$ cat config.mk
export PLATFORM = sky130hd
export DESIGN_NAME = rsm_regs
export DESIGN_NICKNAME = d
export VERILOG_FILES = /design/src/verilog/rsm_pkg.sv /design/src/verilog/rsm_pin_sync.sv /design/src/verilog/rsm_regs.sv
export VERILOG_INCLUDE_DIRS = /design/src /design/src/verilog
export SDC_FILE = /design/constraint.sdc
export NUM_CORES = 1
export LEC_CHECK = 0
export BUFFER_PORTS_ARGS = -buffer_cell sky130_fd_sc_hd__clkbuf_2
export CORE_ASPECT_RATIO = 0.9
export CORE_MARGIN = 1
export CORE_UTILIZATION = 45
export CTS_CLUSTER_DIAMETER = 100
export CTS_CLUSTER_SIZE = 14
export DETAILED_ROUTE_END_ITERATION = 12
export HOLD_SLACK_MARGIN = 0.12
export PLACE_DENSITY = 0.63
export SLEW_MARGIN = 15
export SYNTH_ARGS = -nofsm -noshare
export SYNTH_HDL_FRONTEND = slang
export SYNTH_HIERARCHICAL = 1
export SYNTH_SLANG_ARGS = --single-unit
$ cat constraint.sdc
create_clock -name ref_clk_in -period 2.04 [get_ports ref_clk_in]
set_input_delay 0.204 -clock ref_clk_in [delete_from_list [all_inputs] [get_ports ref_clk_in]]
set_output_delay 0.204 -clock ref_clk_in [all_outputs]
set_load 0.005 [all_outputs]
$ cat src/verilog/rsm_map.svh
/*
  Register offsets, field positions, masks and reset values of the runtime
  enable, miscellaneous status, forced media change and shadow registers.
  Assumes an 8-bit offset space and 8-bit registers.
*/
`ifndef RSM_MAP_SVH
`define RSM_MAP_SVH

// Register offsets
`define RSM_OFS_STS_C 8'h12
`define RSM_OFS_STS_D 8'h13
`define RSM_OFS_STS_E 8'h14
`define RSM_OFS_ROUTE 8'h17
`define RSM_OFS_EN_C 8'h18
`define RSM_OFS_EN_D 8'h19
`define RSM_OFS_EN_E 8'h1A
`define RSM_OFS_RSV_1B 8'h1B
`define RSM_OFS_MISC 8'h1C
`define RSM_OFS_RSV_1D 8'h1D
`define RSM_OFS_FORCE 8'h1E
`define RSM_OFS_FDC_SHD 8'h1F
`define RSM_OFS_SER1_SHD 8'h20

// Implemented bits per register; the rest read as zero
`define RSM_MASK_C 8'hF7
`define RSM_MASK_D 8'hFF
`define RSM_MASK_E 8'hCF
`define RSM_MASK_ROUTE 8'hE0
`define RSM_MASK_MISC 8'h3F
`define RSM_MASK_FORCE 8'h03
`define RSM_MASK_FDC 8'hDF
`define RSM_MASK_SER 8'hCF

// Field positions
`define RSM_ROUTE_PME 5
`define RSM_ROUTE_SERIRQ 6
`define RSM_ROUTE_PIN 7
`define RSM_FORCE_DRV0 0
`define RSM_FORCE_DRV1 1

// Reset values
`define RSM_RST_EN 8'h00
`define RSM_RST_STS 8'h00
`define RSM_RST_MISC 8'h00
`define RSM_RST_FORCE 8'h01
`define RSM_RST_SHD 8'h00

`endif

$ cat src/verilog/rsm_pkg.sv
/*
  Types shared by the runtime register slice: bus request, pin groups and
  shadow capture strobes.
  Assumes the offsets and masks come from rsm_map.svh.
*/
package rsm_pkg;

  // One register bus request
  typedef struct packed {
    logic [7:0] addr;
    logic [7:0] wdata;
    logic wr;
    logic rd;
  } rsm_bus_req_t;

  // General purpose pins watched by this slice, most significant first
  typedef struct packed {
    logic gpio_pin_20;
    logic gpio_pin_21;
    logic gpio_pin_22;
    logic gpio_pin_24;
    logic gpio_pin_25;
    logic gpio_pin_26;
    logic gpio_pin_60;
    logic gpio_pin_30;
    logic gpio_pin_31;
    logic gpio_pin_32;
    logic gpio_pin_33;
    logic gpio_pin_41;
    logic gpio_pin_42;
    logic gpio_pin_43;
    logic gpio_pin_61;
    logic gpio_pin_54;
    logic gpio_pin_55;
    logic gpio_pin_56;
    logic gpio_pin_57;
  } rsm_gpio_t;

  // Floppy drive interface pins, all active low
  typedef struct packed {
    logic head_step_n;
    logic drive_select_0_n;
    logic drive_select_1_n;
    logic media_changed_in_n;
  } rsm_fdd_t;

  // Write of a write-only control register elsewhere in the chip
  typedef struct packed {
    logic wr;
    logic [7:0] data;
  } rsm_shd_wr_t;

endpackage : rsm_pkg

$ cat src/verilog/rsm_pin_sync.sv
/*
  Two-flop synchroniser with edge detection for a vector of pins.
  Assumes asynchronous pin inputs and a single clock with synchronous reset.
*/
`timescale 1ns/10ps
module rsm_pin_sync #(
  parameter int WIDTH = 1
) (
  // Clock and reset
  input wire logic ref_clk_in,
  input wire logic rst_in,
  // Raw pins
  input wire logic [WIDTH-1:0] pin_in,
  // Synchronised level and edge pulses
  output logic [WIDTH-1:0] level_out,
  output logic [WIDTH-1:0] rise_out,
  output logic [WIDTH-1:0] fall_out
);

  logic [WIDTH-1:0] meta_r; // First stage, read only by the second
  logic [WIDTH-1:0] sync_r; // Second stage, safe level
  logic [WIDTH-1:0] prev_r; // Previous safe level for edges

  // Synchroniser chain; reset to zero so no edge is reported before real data
  always_ff @(posedge ref_clk_in) begin
    if (rst_in) begin
      meta_r <= '0;
      sync_r <= '0;
      prev_r <= '0;
    end else begin
      meta_r <= pin_in;
      sync_r <= meta_r;
      prev_r <= sync_r;
    end
  end

  // Edges come from the two safe stages only
  assign level_out = sync_r;
  assign rise_out = sync_r & ~prev_r;
  assign fall_out = ~sync_r & prev_r;

endmodule : rsm_pin_sync

$ cat src/verilog/rsm_regs.sv
/*
  Runtime register slice: management interrupt source enables and status,
  interrupt routing, either-edge miscellaneous status, forced media change
  flags and the floppy rate and first serial FIFO control shadows.
  Assumes a plain register port on ref_clk_in, pins arriving asynchronously,
  and shadow write strobes coming from logic on the same clock.
*/
`timescale 1ns/10ps
`include "rsm_map.svh"
module rsm_regs (
  // Clock and resets
  input wire logic ref_clk_in,
  input wire logic rst_in,
  input wire logic main_rst_in,
  // Register port
  input wire rsm_pkg::rsm_bus_req_t bus_in,
  output logic [7:0] rdata_out,
  // Pins
  input wire rsm_pkg::rsm_gpio_t gpio_in,
  input wire rsm_pkg::rsm_fdd_t fdd_in,
  // Fan speed events from same-clock logic
  input wire logic fan_speed_event_1_in,
  input wire logic fan_speed_event_2_in,
  // Shadow capture strobes from same-clock logic
  input wire rsm_pkg::rsm_shd_wr_t fdc_rate_wr_in,
  input wire rsm_pkg::rsm_shd_wr_t serial1_fcr_wr_in,
  // Interrupt and routing outputs
  output logic group_irq_out,
  output logic mgmt_irq_pin_n_out,
  output logic serirq_mgmt_req_out,
  output logic pme_mgmt_req_out,
  // Floppy controller input register bit 7
  output logic media_changed_bit_out
);

  // Width of the watched general purpose pin group
  localparam int PINS = $bits(rsm_pkg::rsm_gpio_t);

  // Synchronised pin views; the general purpose pin levels themselves are never needed
  logic [PINS-1:0] gp_rise_v; // Rising edge pulses
  logic [PINS-1:0] gp_fall_v; // Falling edge pulses
  rsm_pkg::rsm_gpio_t gp_rise; // Rising edges by pin name
  rsm_pkg::rsm_gpio_t gp_edge; // Either edge by pin name
  logic [3:0] fdd_lvl; // Safe floppy levels, inverted to active high
  logic [3:0] fdd_fall; // Falling edges of the raw floppy pins
  rsm_pkg::rsm_fdd_t fdd_s; // Safe floppy levels by name
  rsm_pkg::rsm_fdd_t fdd_f; // Falling edges by name

  // Register state
  logic [7:0] sts_r [3]; // Source status c, d, e
  logic [7:0] en_r [3]; // Source enable c, d, e
  logic [7:0] sts_set [3]; // Hardware set vectors
  logic [7:0] sts_mask [3]; // Implemented bits
  logic [7:0] sts_ofs [3]; // Status offsets
  logic [7:0] en_ofs [3]; // Enable offsets
  logic [7:0] route_r; // Routing bits 7:5
  logic [7:0] misc_r; // Either-edge status
  logic [7:0] misc_set; // Either-edge set vector
  logic [7:0] force_r; // Forced media change flags
  logic [7:0] force_clr; // Hardware clear of force flags
  logic [7:0] fdc_shd_r; // Floppy rate shadow
  logic [7:0] ser_shd_r; // First serial FIFO control shadow
  logic [7:0] rdata_r; // Read data held for one cycle
  logic [7:0] rdata_nxt; // Read mux output
  logic irq_r; // Registered group interrupt
  logic irq_nxt; // Any enabled status pending
  logic route_pin_r; // Routed pin output, active low
  logic route_ser_r; // Routed serial request
  logic route_pme_r; // Routed wake request
  logic media_r; // Registered media changed bit
  logic media_nxt; // Media changed combination
  logic wr_hit_misc; // Write to misc status
  logic wr_hit_force; // Write to force flags
  logic wr_hit_route; // Write to routing bits

  // General purpose pins are asynchronous, so all go through one synchroniser bank
  // An edge reaches the status registers three cycles after the pin moves
  rsm_pin_sync #(
    .WIDTH(PINS)
  ) u_gpio_sync (
    .ref_clk_in(ref_clk_in),
    .rst_in(rst_in),
    .pin_in(gpio_in),
    .level_out(),
    .rise_out(gp_rise_v),
    .fall_out(gp_fall_v)
  );

  // Floppy pins use the same cell; reset under main power like the flags
  // They are inverted on the way in, so the cell's zero reset level is the
  // idle level of these active-low lines: no false select or edge after reset
  rsm_pin_sync #(
    .WIDTH(4)
  ) u_fdd_sync (
    .ref_clk_in(ref_clk_in),
    .rst_in(main_rst_in),
    .pin_in(~fdd_in),
    .level_out(fdd_lvl),
    .rise_out(fdd_fall),
    .fall_out()
  );

  // Named views of the edge vectors
  assign gp_rise = gp_rise_v;
  assign gp_edge = gp_rise_v | gp_fall_v;
  // Back to the active-low form of the pins; a rise inside is a pin fall
  assign fdd_s = ~fdd_lvl;
  assign fdd_f = fdd_fall;

  // Status c sources; bit 3 has no source
  assign sts_set[0] = {gp_rise.gpio_pin_60, gp_rise.gpio_pin_26,
                       gp_rise.gpio_pin_25, gp_rise.gpio_pin_24, 1'b0,
                       gp_rise.gpio_pin_22, gp_rise.gpio_pin_21,
                       gp_rise.gpio_pin_20};
  // Status d sources in bit order 7 to 0
  assign sts_set[1] = {gp_rise.gpio_pin_61, gp_rise.gpio_pin_43,
                       gp_rise.gpio_pin_42, gp_rise.gpio_pin_41,
                       gp_rise.gpio_pin_33, gp_rise.gpio_pin_32,
                       gp_rise.gpio_pin_31, gp_rise.gpio_pin_30};
  // Status e sources; fan events already on this clock, bits 5:4 empty
  assign sts_set[2] = {fan_speed_event_2_in, fan_speed_event_1_in,
                       2'b00, gp_rise.gpio_pin_57, gp_rise.gpio_pin_56,
                       gp_rise.gpio_pin_55, gp_rise.gpio_pin_54};

  // Per-group constants, so that one generate loop serves all three groups
  assign sts_mask[0] = `RSM_MASK_C;
  assign sts_mask[1] = `RSM_MASK_D;
  assign sts_mask[2] = `RSM_MASK_E;
  assign sts_ofs[0] = `RSM_OFS_STS_C;
  assign sts_ofs[1] = `RSM_OFS_STS_D;
  assign sts_ofs[2] = `RSM_OFS_STS_E;
  assign en_ofs[0] = `RSM_OFS_EN_C;
  assign en_ofs[1] = `RSM_OFS_EN_D;
  assign en_ofs[2] = `RSM_OFS_EN_E;

  // One status and one enable register per source group
  for (genvar g = 0; g < 3; g++) begin : g_src
    // Enable: plain read/write, reserved bits held at zero
    // Enables share the status mask, so a reserved bit can never be enabled
    always_ff @(posedge ref_clk_in) begin
      if (rst_in) begin
        // All sources start disabled
        en_r[g] <= `RSM_RST_EN;
      end else if (bus_in.wr && bus_in.addr == en_ofs[g]) begin
        // Software write of this group's enables
        en_r[g] <= bus_in.wdata & sts_mask[g];
      end
    end

    // Status: write one clears, a set in the same cycle wins,
    // so that an edge arriving during a clear is never lost
    always_ff @(posedge ref_clk_in) begin
      if (rst_in) begin
        sts_r[g] <= `RSM_RST_STS;
      end else begin
        if (bus_in.wr && bus_in.addr == sts_ofs[g]) begin
          // Ones clear, zeros keep; new edges still set
          sts_r[g] <= ((sts_r[g] & ~bus_in.wdata) | sts_set[g]) & sts_mask[g];
        end else begin
          // No write: edges only accumulate
          sts_r[g] <= (sts_r[g] | sts_set[g]) & sts_mask[g];
        end
      end
    end
  end

  // Misc status: either edge on pins 21, 22, 41, 43, 60, 61
  // Bits 7:6 have no source and are masked off as well
  assign misc_set = {2'b00, gp_edge.gpio_pin_61, gp_edge.gpio_pin_60,
                     gp_edge.gpio_pin_43, gp_edge.gpio_pin_41,
                     gp_edge.gpio_pin_22, gp_edge.gpio_pin_21};

  // Write decodes for the single-register processes below
  assign wr_hit_misc = bus_in.wr && bus_in.addr == `RSM_OFS_MISC;
  assign wr_hit_force = bus_in.wr && bus_in.addr == `RSM_OFS_FORCE;
  assign wr_hit_route = bus_in.wr && bus_in.addr == `RSM_OFS_ROUTE;

  // Misc status register under standby reset
  always_ff @(posedge ref_clk_in) begin
    if (rst_in) begin
      // Standby reset clears it; main power reset does not
      misc_r <= `RSM_RST_MISC;
    end else if (wr_hit_misc) begin
      // Clear by one, zero leaves the bit; a new edge beats the clear
      misc_r <= ((misc_r & ~bus_in.wdata) | misc_set) & `RSM_MASK_MISC;
    end else begin
      // No write: edges only accumulate
      misc_r <= (misc_r | misc_set) & `RSM_MASK_MISC;
    end
  end

  // Routing bits for the group interrupt
  // Only bits 7:5 exist; the lower bits read back as zero
  always_ff @(posedge ref_clk_in) begin
    if (rst_in) begin
      // Nothing routed until software asks
      route_r <= `RSM_RST_EN;
    end else if (wr_hit_route) begin
      route_r <= bus_in.wdata & `RSM_MASK_ROUTE;
    end
  end

  // Step pulse while a drive is selected clears that drive's flag
  // The pulse is the falling edge of the active-low step line; a step
  // shorter than one clock may be missed by the synchroniser
  always_comb begin
    force_clr = 8'h00;
    force_clr[`RSM_FORCE_DRV0] = fdd_f.head_step_n & ~fdd_s.drive_select_0_n;
    force_clr[`RSM_FORCE_DRV1] = fdd_f.head_step_n & ~fdd_s.drive_select_1_n;
  end

  // Force flags live under main power reset
  always_ff @(posedge ref_clk_in) begin
    if (main_rst_in) begin
      // Drive 0 flagged after power-up, drive 1 clear
      force_r <= `RSM_RST_FORCE;
    end else if (wr_hit_force) begin
      // Software may only set; its set wins over a step in the same cycle
      force_r <= ((force_r & ~force_clr) | bus_in.wdata) & `RSM_MASK_FORCE;
    end else begin
      // No write: only drive activity can clear a flag
      force_r <= force_r & ~force_clr & `RSM_MASK_FORCE;
    end
  end

  // Media changed seen by the floppy controller, active high
  assign media_nxt = (~fdd_s.drive_select_0_n & force_r[`RSM_FORCE_DRV0]) |
                     (~fdd_s.drive_select_1_n & force_r[`RSM_FORCE_DRV1]) |
                     ~fdd_s.media_changed_in_n;

  // Registered so the controller never reads a half-settled combination
  always_ff @(posedge ref_clk_in) begin
    if (main_rst_in) begin
      // No change reported while main power comes up
      media_r <= 1'b0;
    end else begin
      media_r <= media_nxt;
    end
  end

  // Floppy rate shadow: last write to the write-only rate register
  // Read-only copy; the register port cannot write it, and bit 5 is masked
  always_ff @(posedge ref_clk_in) begin
    if (main_rst_in) begin
      fdc_shd_r <= `RSM_RST_SHD;
    end else if (fdc_rate_wr_in.wr) begin
      // Capture only on the strobe; reading the copy has no side effect
      fdc_shd_r <= fdc_rate_wr_in.data & `RSM_MASK_FDC;
    end
  end

  // First serial FIFO control shadow
  // Bits 5:4 are masked so that they always read zero
  always_ff @(posedge ref_clk_in) begin
    if (main_rst_in) begin
      ser_shd_r <= `RSM_RST_SHD;
    end else if (serial1_fcr_wr_in.wr) begin
      // Capture only on the strobe; reading the copy has no side effect
      ser_shd_r <= serial1_fcr_wr_in.data & `RSM_MASK_SER;
    end
  end

  // Group interrupt: any status bit with its enable set
  // Reserved bits are zero in both status and enable, so they never count
  assign irq_nxt = |(sts_r[0] & en_r[0]) |
                   |(sts_r[1] & en_r[1]) |
                   |(sts_r[2] & en_r[2]);

  // Registered so the outputs never glitch while bits change;
  // the price is one cycle between a status bit and the interrupt
  always_ff @(posedge ref_clk_in) begin
    if (rst_in) begin
      // Pin idles high, requests idle low
      irq_r <= 1'b0;
      route_pin_r <= 1'b1;
      route_ser_r <= 1'b0;
      route_pme_r <= 1'b0;
    end else begin
      // Each route bit gates the same pending condition
      irq_r <= irq_nxt;
      route_pin_r <= ~(irq_nxt & route_r[`RSM_ROUTE_PIN]);
      route_ser_r <= irq_nxt & route_r[`RSM_ROUTE_SERIRQ];
      route_pme_r <= irq_nxt & route_r[`RSM_ROUTE_PME];
    end
  end

  // Read mux; reads never change state, unmapped offsets return zero
  // Shadows and reserved offsets have no write path, so they are read-only
  always_comb begin
    case (bus_in.addr)
      `RSM_OFS_STS_C: rdata_nxt = sts_r[0];
      `RSM_OFS_STS_D: rdata_nxt = sts_r[1];
      `RSM_OFS_STS_E: rdata_nxt = sts_r[2];
      `RSM_OFS_ROUTE: rdata_nxt = route_r;
      `RSM_OFS_EN_C: rdata_nxt = en_r[0];
      `RSM_OFS_EN_D: rdata_nxt = en_r[1];
      `RSM_OFS_EN_E: rdata_nxt = en_r[2];
      `RSM_OFS_RSV_1B: rdata_nxt = 8'h00;
      `RSM_OFS_MISC: rdata_nxt = misc_r;
      `RSM_OFS_RSV_1D: rdata_nxt = 8'h00;
      `RSM_OFS_FORCE: rdata_nxt = force_r;
      `RSM_OFS_FDC_SHD: rdata_nxt = fdc_shd_r;
      `RSM_OFS_SER1_SHD: rdata_nxt = ser_shd_r;
      default: rdata_nxt = 8'h00;
    endcase
  end

  // Read data stands only in the cycle after the read strobe
  always_ff @(posedge ref_clk_in) begin
    if (rst_in) begin
      rdata_r <= 8'h00;
    end else if (bus_in.rd) begin
      rdata_r <= rdata_nxt;
    end else begin
      // Zero outside the data cycle, so stale data never lingers
      rdata_r <= 8'h00;
    end
  end

  // Output drive
  assign rdata_out = rdata_r;
  assign group_irq_out = irq_r;
  assign mgmt_irq_pin_n_out = route_pin_r;
  assign serirq_mgmt_req_out = route_ser_r;
  assign pme_mgmt_req_out = route_pme_r;
  assign media_changed_bit_out = media_r;

endmodule : rsm_regs

---- After elaboration in Yosys (flattened, before gate mapping) ----
Memory sizes are Yosys's and may differ from the RTL's.
Index checks and enable logic that the tools add are counted.
operators by class
  equal/unequal tests ..................... 11
  multiplexer cells ....................... 41
  bitwise logic cells ..................... 53
  reduce and logical (&&, ||, !) cells .... 13
operators with widths
  operator            count
  $pmux 8 s11         1
  $eq 8x5->1 const B  10
  $mux 8              9
  $and 8x8->8         6
  $or 8x8->8          6
  $mux 1              29
  $reduce_or 8->1     3
  $and 19x19->19      1
  $not 19->19         1
  $and 18x18->18      1
  $not 18->18         1
  $or 18x18->18       1
  $or 1x1->1          13
  $or 6x6->6          2
  $logic_and 1x1->1   9
  $eq 8x6->1 const B  1
  $not 4->4           2
  $not 8->8           1
  $and 1x1->1         7
  $and 6x6->6         1
  $mux 6              1
  $not 1->1           5
  $and 4x4->4         1
  $not 3->3           1
  5 further kinds     5
word-level totals
  flip-flop bits (word level) ............. 106
  RAM bits ................................ 48
  input port bits ......................... 64
  output and inout port bits .............. 13
  word-level logic and storage cells ...... 137
  memories kept ........................... 2
memory list
  name   depth  bits a word  read ports  clocked after memory_dff  write ports  RTL line        RTL
  en_r   3      8            3           0                         3            rsm_regs.sv:51  logic [7:0] en_r [3];
  sts_r  3      8            3           0                         3            rsm_regs.sv:50  logic [7:0] sts_r [3];

---- Depth between registers and ports, before layout ----
  word-level depth ........................ 7
  mapped depth ............................ 7

---- By module ----
Netlist, hierarchy kept.
modules (own cells, without submodules)
  module                       times used  cells an instance  area each (µm²)  sequential area each (µm²)
  rsm_regs                     1           403                3,895.0          2,001.9
  rsm_pin_sync at u_gpio_sync  1           158                1,790.5          1,141.1
  rsm_pin_sync at u_fdd_sync   1           33                 416.6            240.2

---- Worst setup path after synthesis ----
No wires, ideal clock.
  kind .................................... input -> register
  start ................................... in bus_in[11] (netlist name)
  end ..................................... mem en_r[0][0] (enable)
  arrival time ............................ 1,600 ps
  path slack .............................. 59 ps
  stages on the path ...................... 4
  path through ............................ buf_2 > or4_4 > buf_2 > o21ai_0
RTL lines
  element      RTL line        RTL
  from (decl)  rsm_regs.sv:16  input wire rsm_pkg::rsm_bus_req_t bus_in,
  to (decl)    rsm_regs.sv:51

==> impl_metrics.yaml <==
run:
  cap_violations: 0
timing:
  rsz0062_at_grt: "no"
  finalMaxSlewViolations: 0
  worstMarginPinSlew_ps: 596.5
  setup_viol: 0
  fmax_mhz: 617.2
  finalClockSkew_ps: 6.756
  tns_ps: 0
  min_period_ps: 1620
  hold_violations: 0
  relSlewSlack_pct: 60.24
  final.period_utilization_pct: 79.42
  setup_slack_ps: 419.8
global_routing:
  grt_first_pass_wirelength_um: 24930
  grt_start_max_net_pins: 107
  grtUsageTotal_pct: 25.27
  antenna_found_initial: 0
  grt_remaining_overflow: 0
  grt_pass1_vias: 4623
routing:
  ant_nets: 0
  first_iter_violations: 356
  routed_wl_um: 15930
  wire_per_inst_um: 17.78
  avgViaCountPerCell: 5.273
  drt_pre_antenna_iters: 5
  via_count: 4725
  drc: 0
critical_path:
  cp_slowest_cell: "edfxtp_1"
  crit_required_ps: 2350
  cpPeakStageDelay_ps: 430
  setup.worst_path.start_class: "flip-flop"
  cp-end-kind: "flip-flop"
  worst-setup-path-type: "reg2reg"
  cp-startpoint: "sts_r[0][6]$_DFFE_PP_"
  rr_startpoint: "sts_r[0][6]$_DFFE_PP_"
  cp.arrival_ps: 1930
  path_cells: "a222oi_1 -> nand3_1 -> nor2_1 -> a31oi_1 -> and2_1"
  cp_max_fo: 4
floorplan:
  die_h_um: 110.5
  start_util_pct: 46.25
  design.core.area_um2: 12740
  rows: 39
  fp.dieW_um: 122.6
  pin_count: 77
  fp.dieArea_um2: 13550
synth:
  netlist_area_um2: 5891
  postSynthCellCount: 568
  synth_area_per_cell_um2: 10.37
  ys_warn_count: 6
clock_network:
  cts_resized: 0
  cts_tree: "built"
  cts_root_buf: "clkbuf_16"
  cts_sinks: 145
  clkTransAtPathRegs_ps: 60
  htreeDepth: 4
  cts_made_buffers: 17
  cts_buffer_depth: 2
  insertion_delay_ps: 420
layout:
  diodes: 0
  drive_gt1_share_pct: 20.63
  layout.cells.non_filler: 896
  final_nets: 783
  nFillCells: 1104
  area_delta_synth_final_pct: 28.99
power_and_ir_drop:
  power.total_mw: 6.736
  power_density_nw_per_um2: 886.4
  p_leak_nw: 3.042
  ir_worst_vdd_mv: 0.8427
placement:
  post-place-ws_ps: 141.8
  place.gp.congestion: 0.9180
  dp.cells: 824
  io_buffers: 73
  dpl.hpwl_um: 11350
hold_path:
  hp-start: "bus_in[0]"
  hp-class: "in2reg"
outcome:
  status: "complete, no violations"
## worst paths after layout
check | to | slack (ps) | depth (start not counted)
min | rdata_out[1]$_SDFF_PP0_ | 160 | 3
max | pme_mgmt_req_out$_SDFF_PP0_ | 420 | 5
min reg2reg | mgmt_irq_pin_n_out$_SDFF_PP1_ | 420 | 1
max reg2reg | pme_mgmt_req_out$_SDFF_PP0_ | 420 | 5
## power breakdown
part	internal, mW	switching [mW]	total (mW)
logic	0.247	0.268	0.515
registers	3.10	0.0884	3.19
clock network	1.77	1.27	3.03
## timing repair
item / CTS / global route
hold endpoints to repair: 40 / 0
hold buffers: 40 / 0
setup buffers: 0 / 0
## critical path, delay by kind of cell (launching register included)
kind / cells / cell delay [ps]
compound gates: 2 / 580
simple gates: 3 / 490
flops: 1 / 430
## layer usage
layer / GRT usage (%) / part of all wire [%] / up-vias / wire [µm]
met5: 0 / 0 / - / 0
met4: 9.675 / 2.7 / 0 / 424
met3: 5.888 / 5.8 / 26 / 925
met2: 39.25 / 46 / 176 / 7350
met1: 33.89 / 45 / 2238 / 7232
li1: - / - / 2285 / -
## sequential cells by signal, summed over array words and instances (netlist names)
signal                 count
media_changed_bit_out      1
u_gpio_sync/meta_r        19
en_r                      21
u_gpio_sync/prev_r        19
ser_shd_r                  6
force_r                    2
sts_r                     21
u_fdd_sync/meta_r          4
u_fdd_sync/level_out       4
misc_r                     6
serirq_mgmt_req_out        1
pme_mgmt_req_out           1
mgmt_irq_pin_n_out         1
route_r                    3
rdata_out                  8
u_fdd_sync/prev_r          1
fdc_shd_r                  7
group_irq_out              1
u_gpio_sync/level_out     19
## layout make-up
class / instances / area (µm²) / area share [%]
multi-input cells: 402 / 2429 / 31.96
clock buffers: 22 / 496.7 / 6.537
repair buffers: 141 / 1016 / 13.37
well taps: 164 / 205.2 / 2.700
flip-flops and latches: 145 / 3323 / 43.73
clock inverters: 10 / 83.83 / 1.103
inverters: 12 / 45.04 / 0.5928
## through the flow
stage / hold WS [ps] / instance area [µm²] / utilization, %
after floorplan: 299.7 / 5966 / -
after global placement: 393.9 / 6618 / 51.96
after detailed placement: 416.3 / 6618 / 51.96
after CTS: 133.9 / 7599 / 59.66
after global routing: 143.7 / 7599 / 59.66
final: 157.5 / 7599 / 59.66
## cells in the final DEF (no fill, tap or decap), drive strengths merged, types with 22 or more instances in the layout
cell,count
mux2i,22
nor2b,92
nor2,58
dlygate4sd3,40
dfxtp,103
edfxtp,42
a21oi,37
clkbuf,94
buf,29
nand2,41
Power figures use the tool's default switching activity.
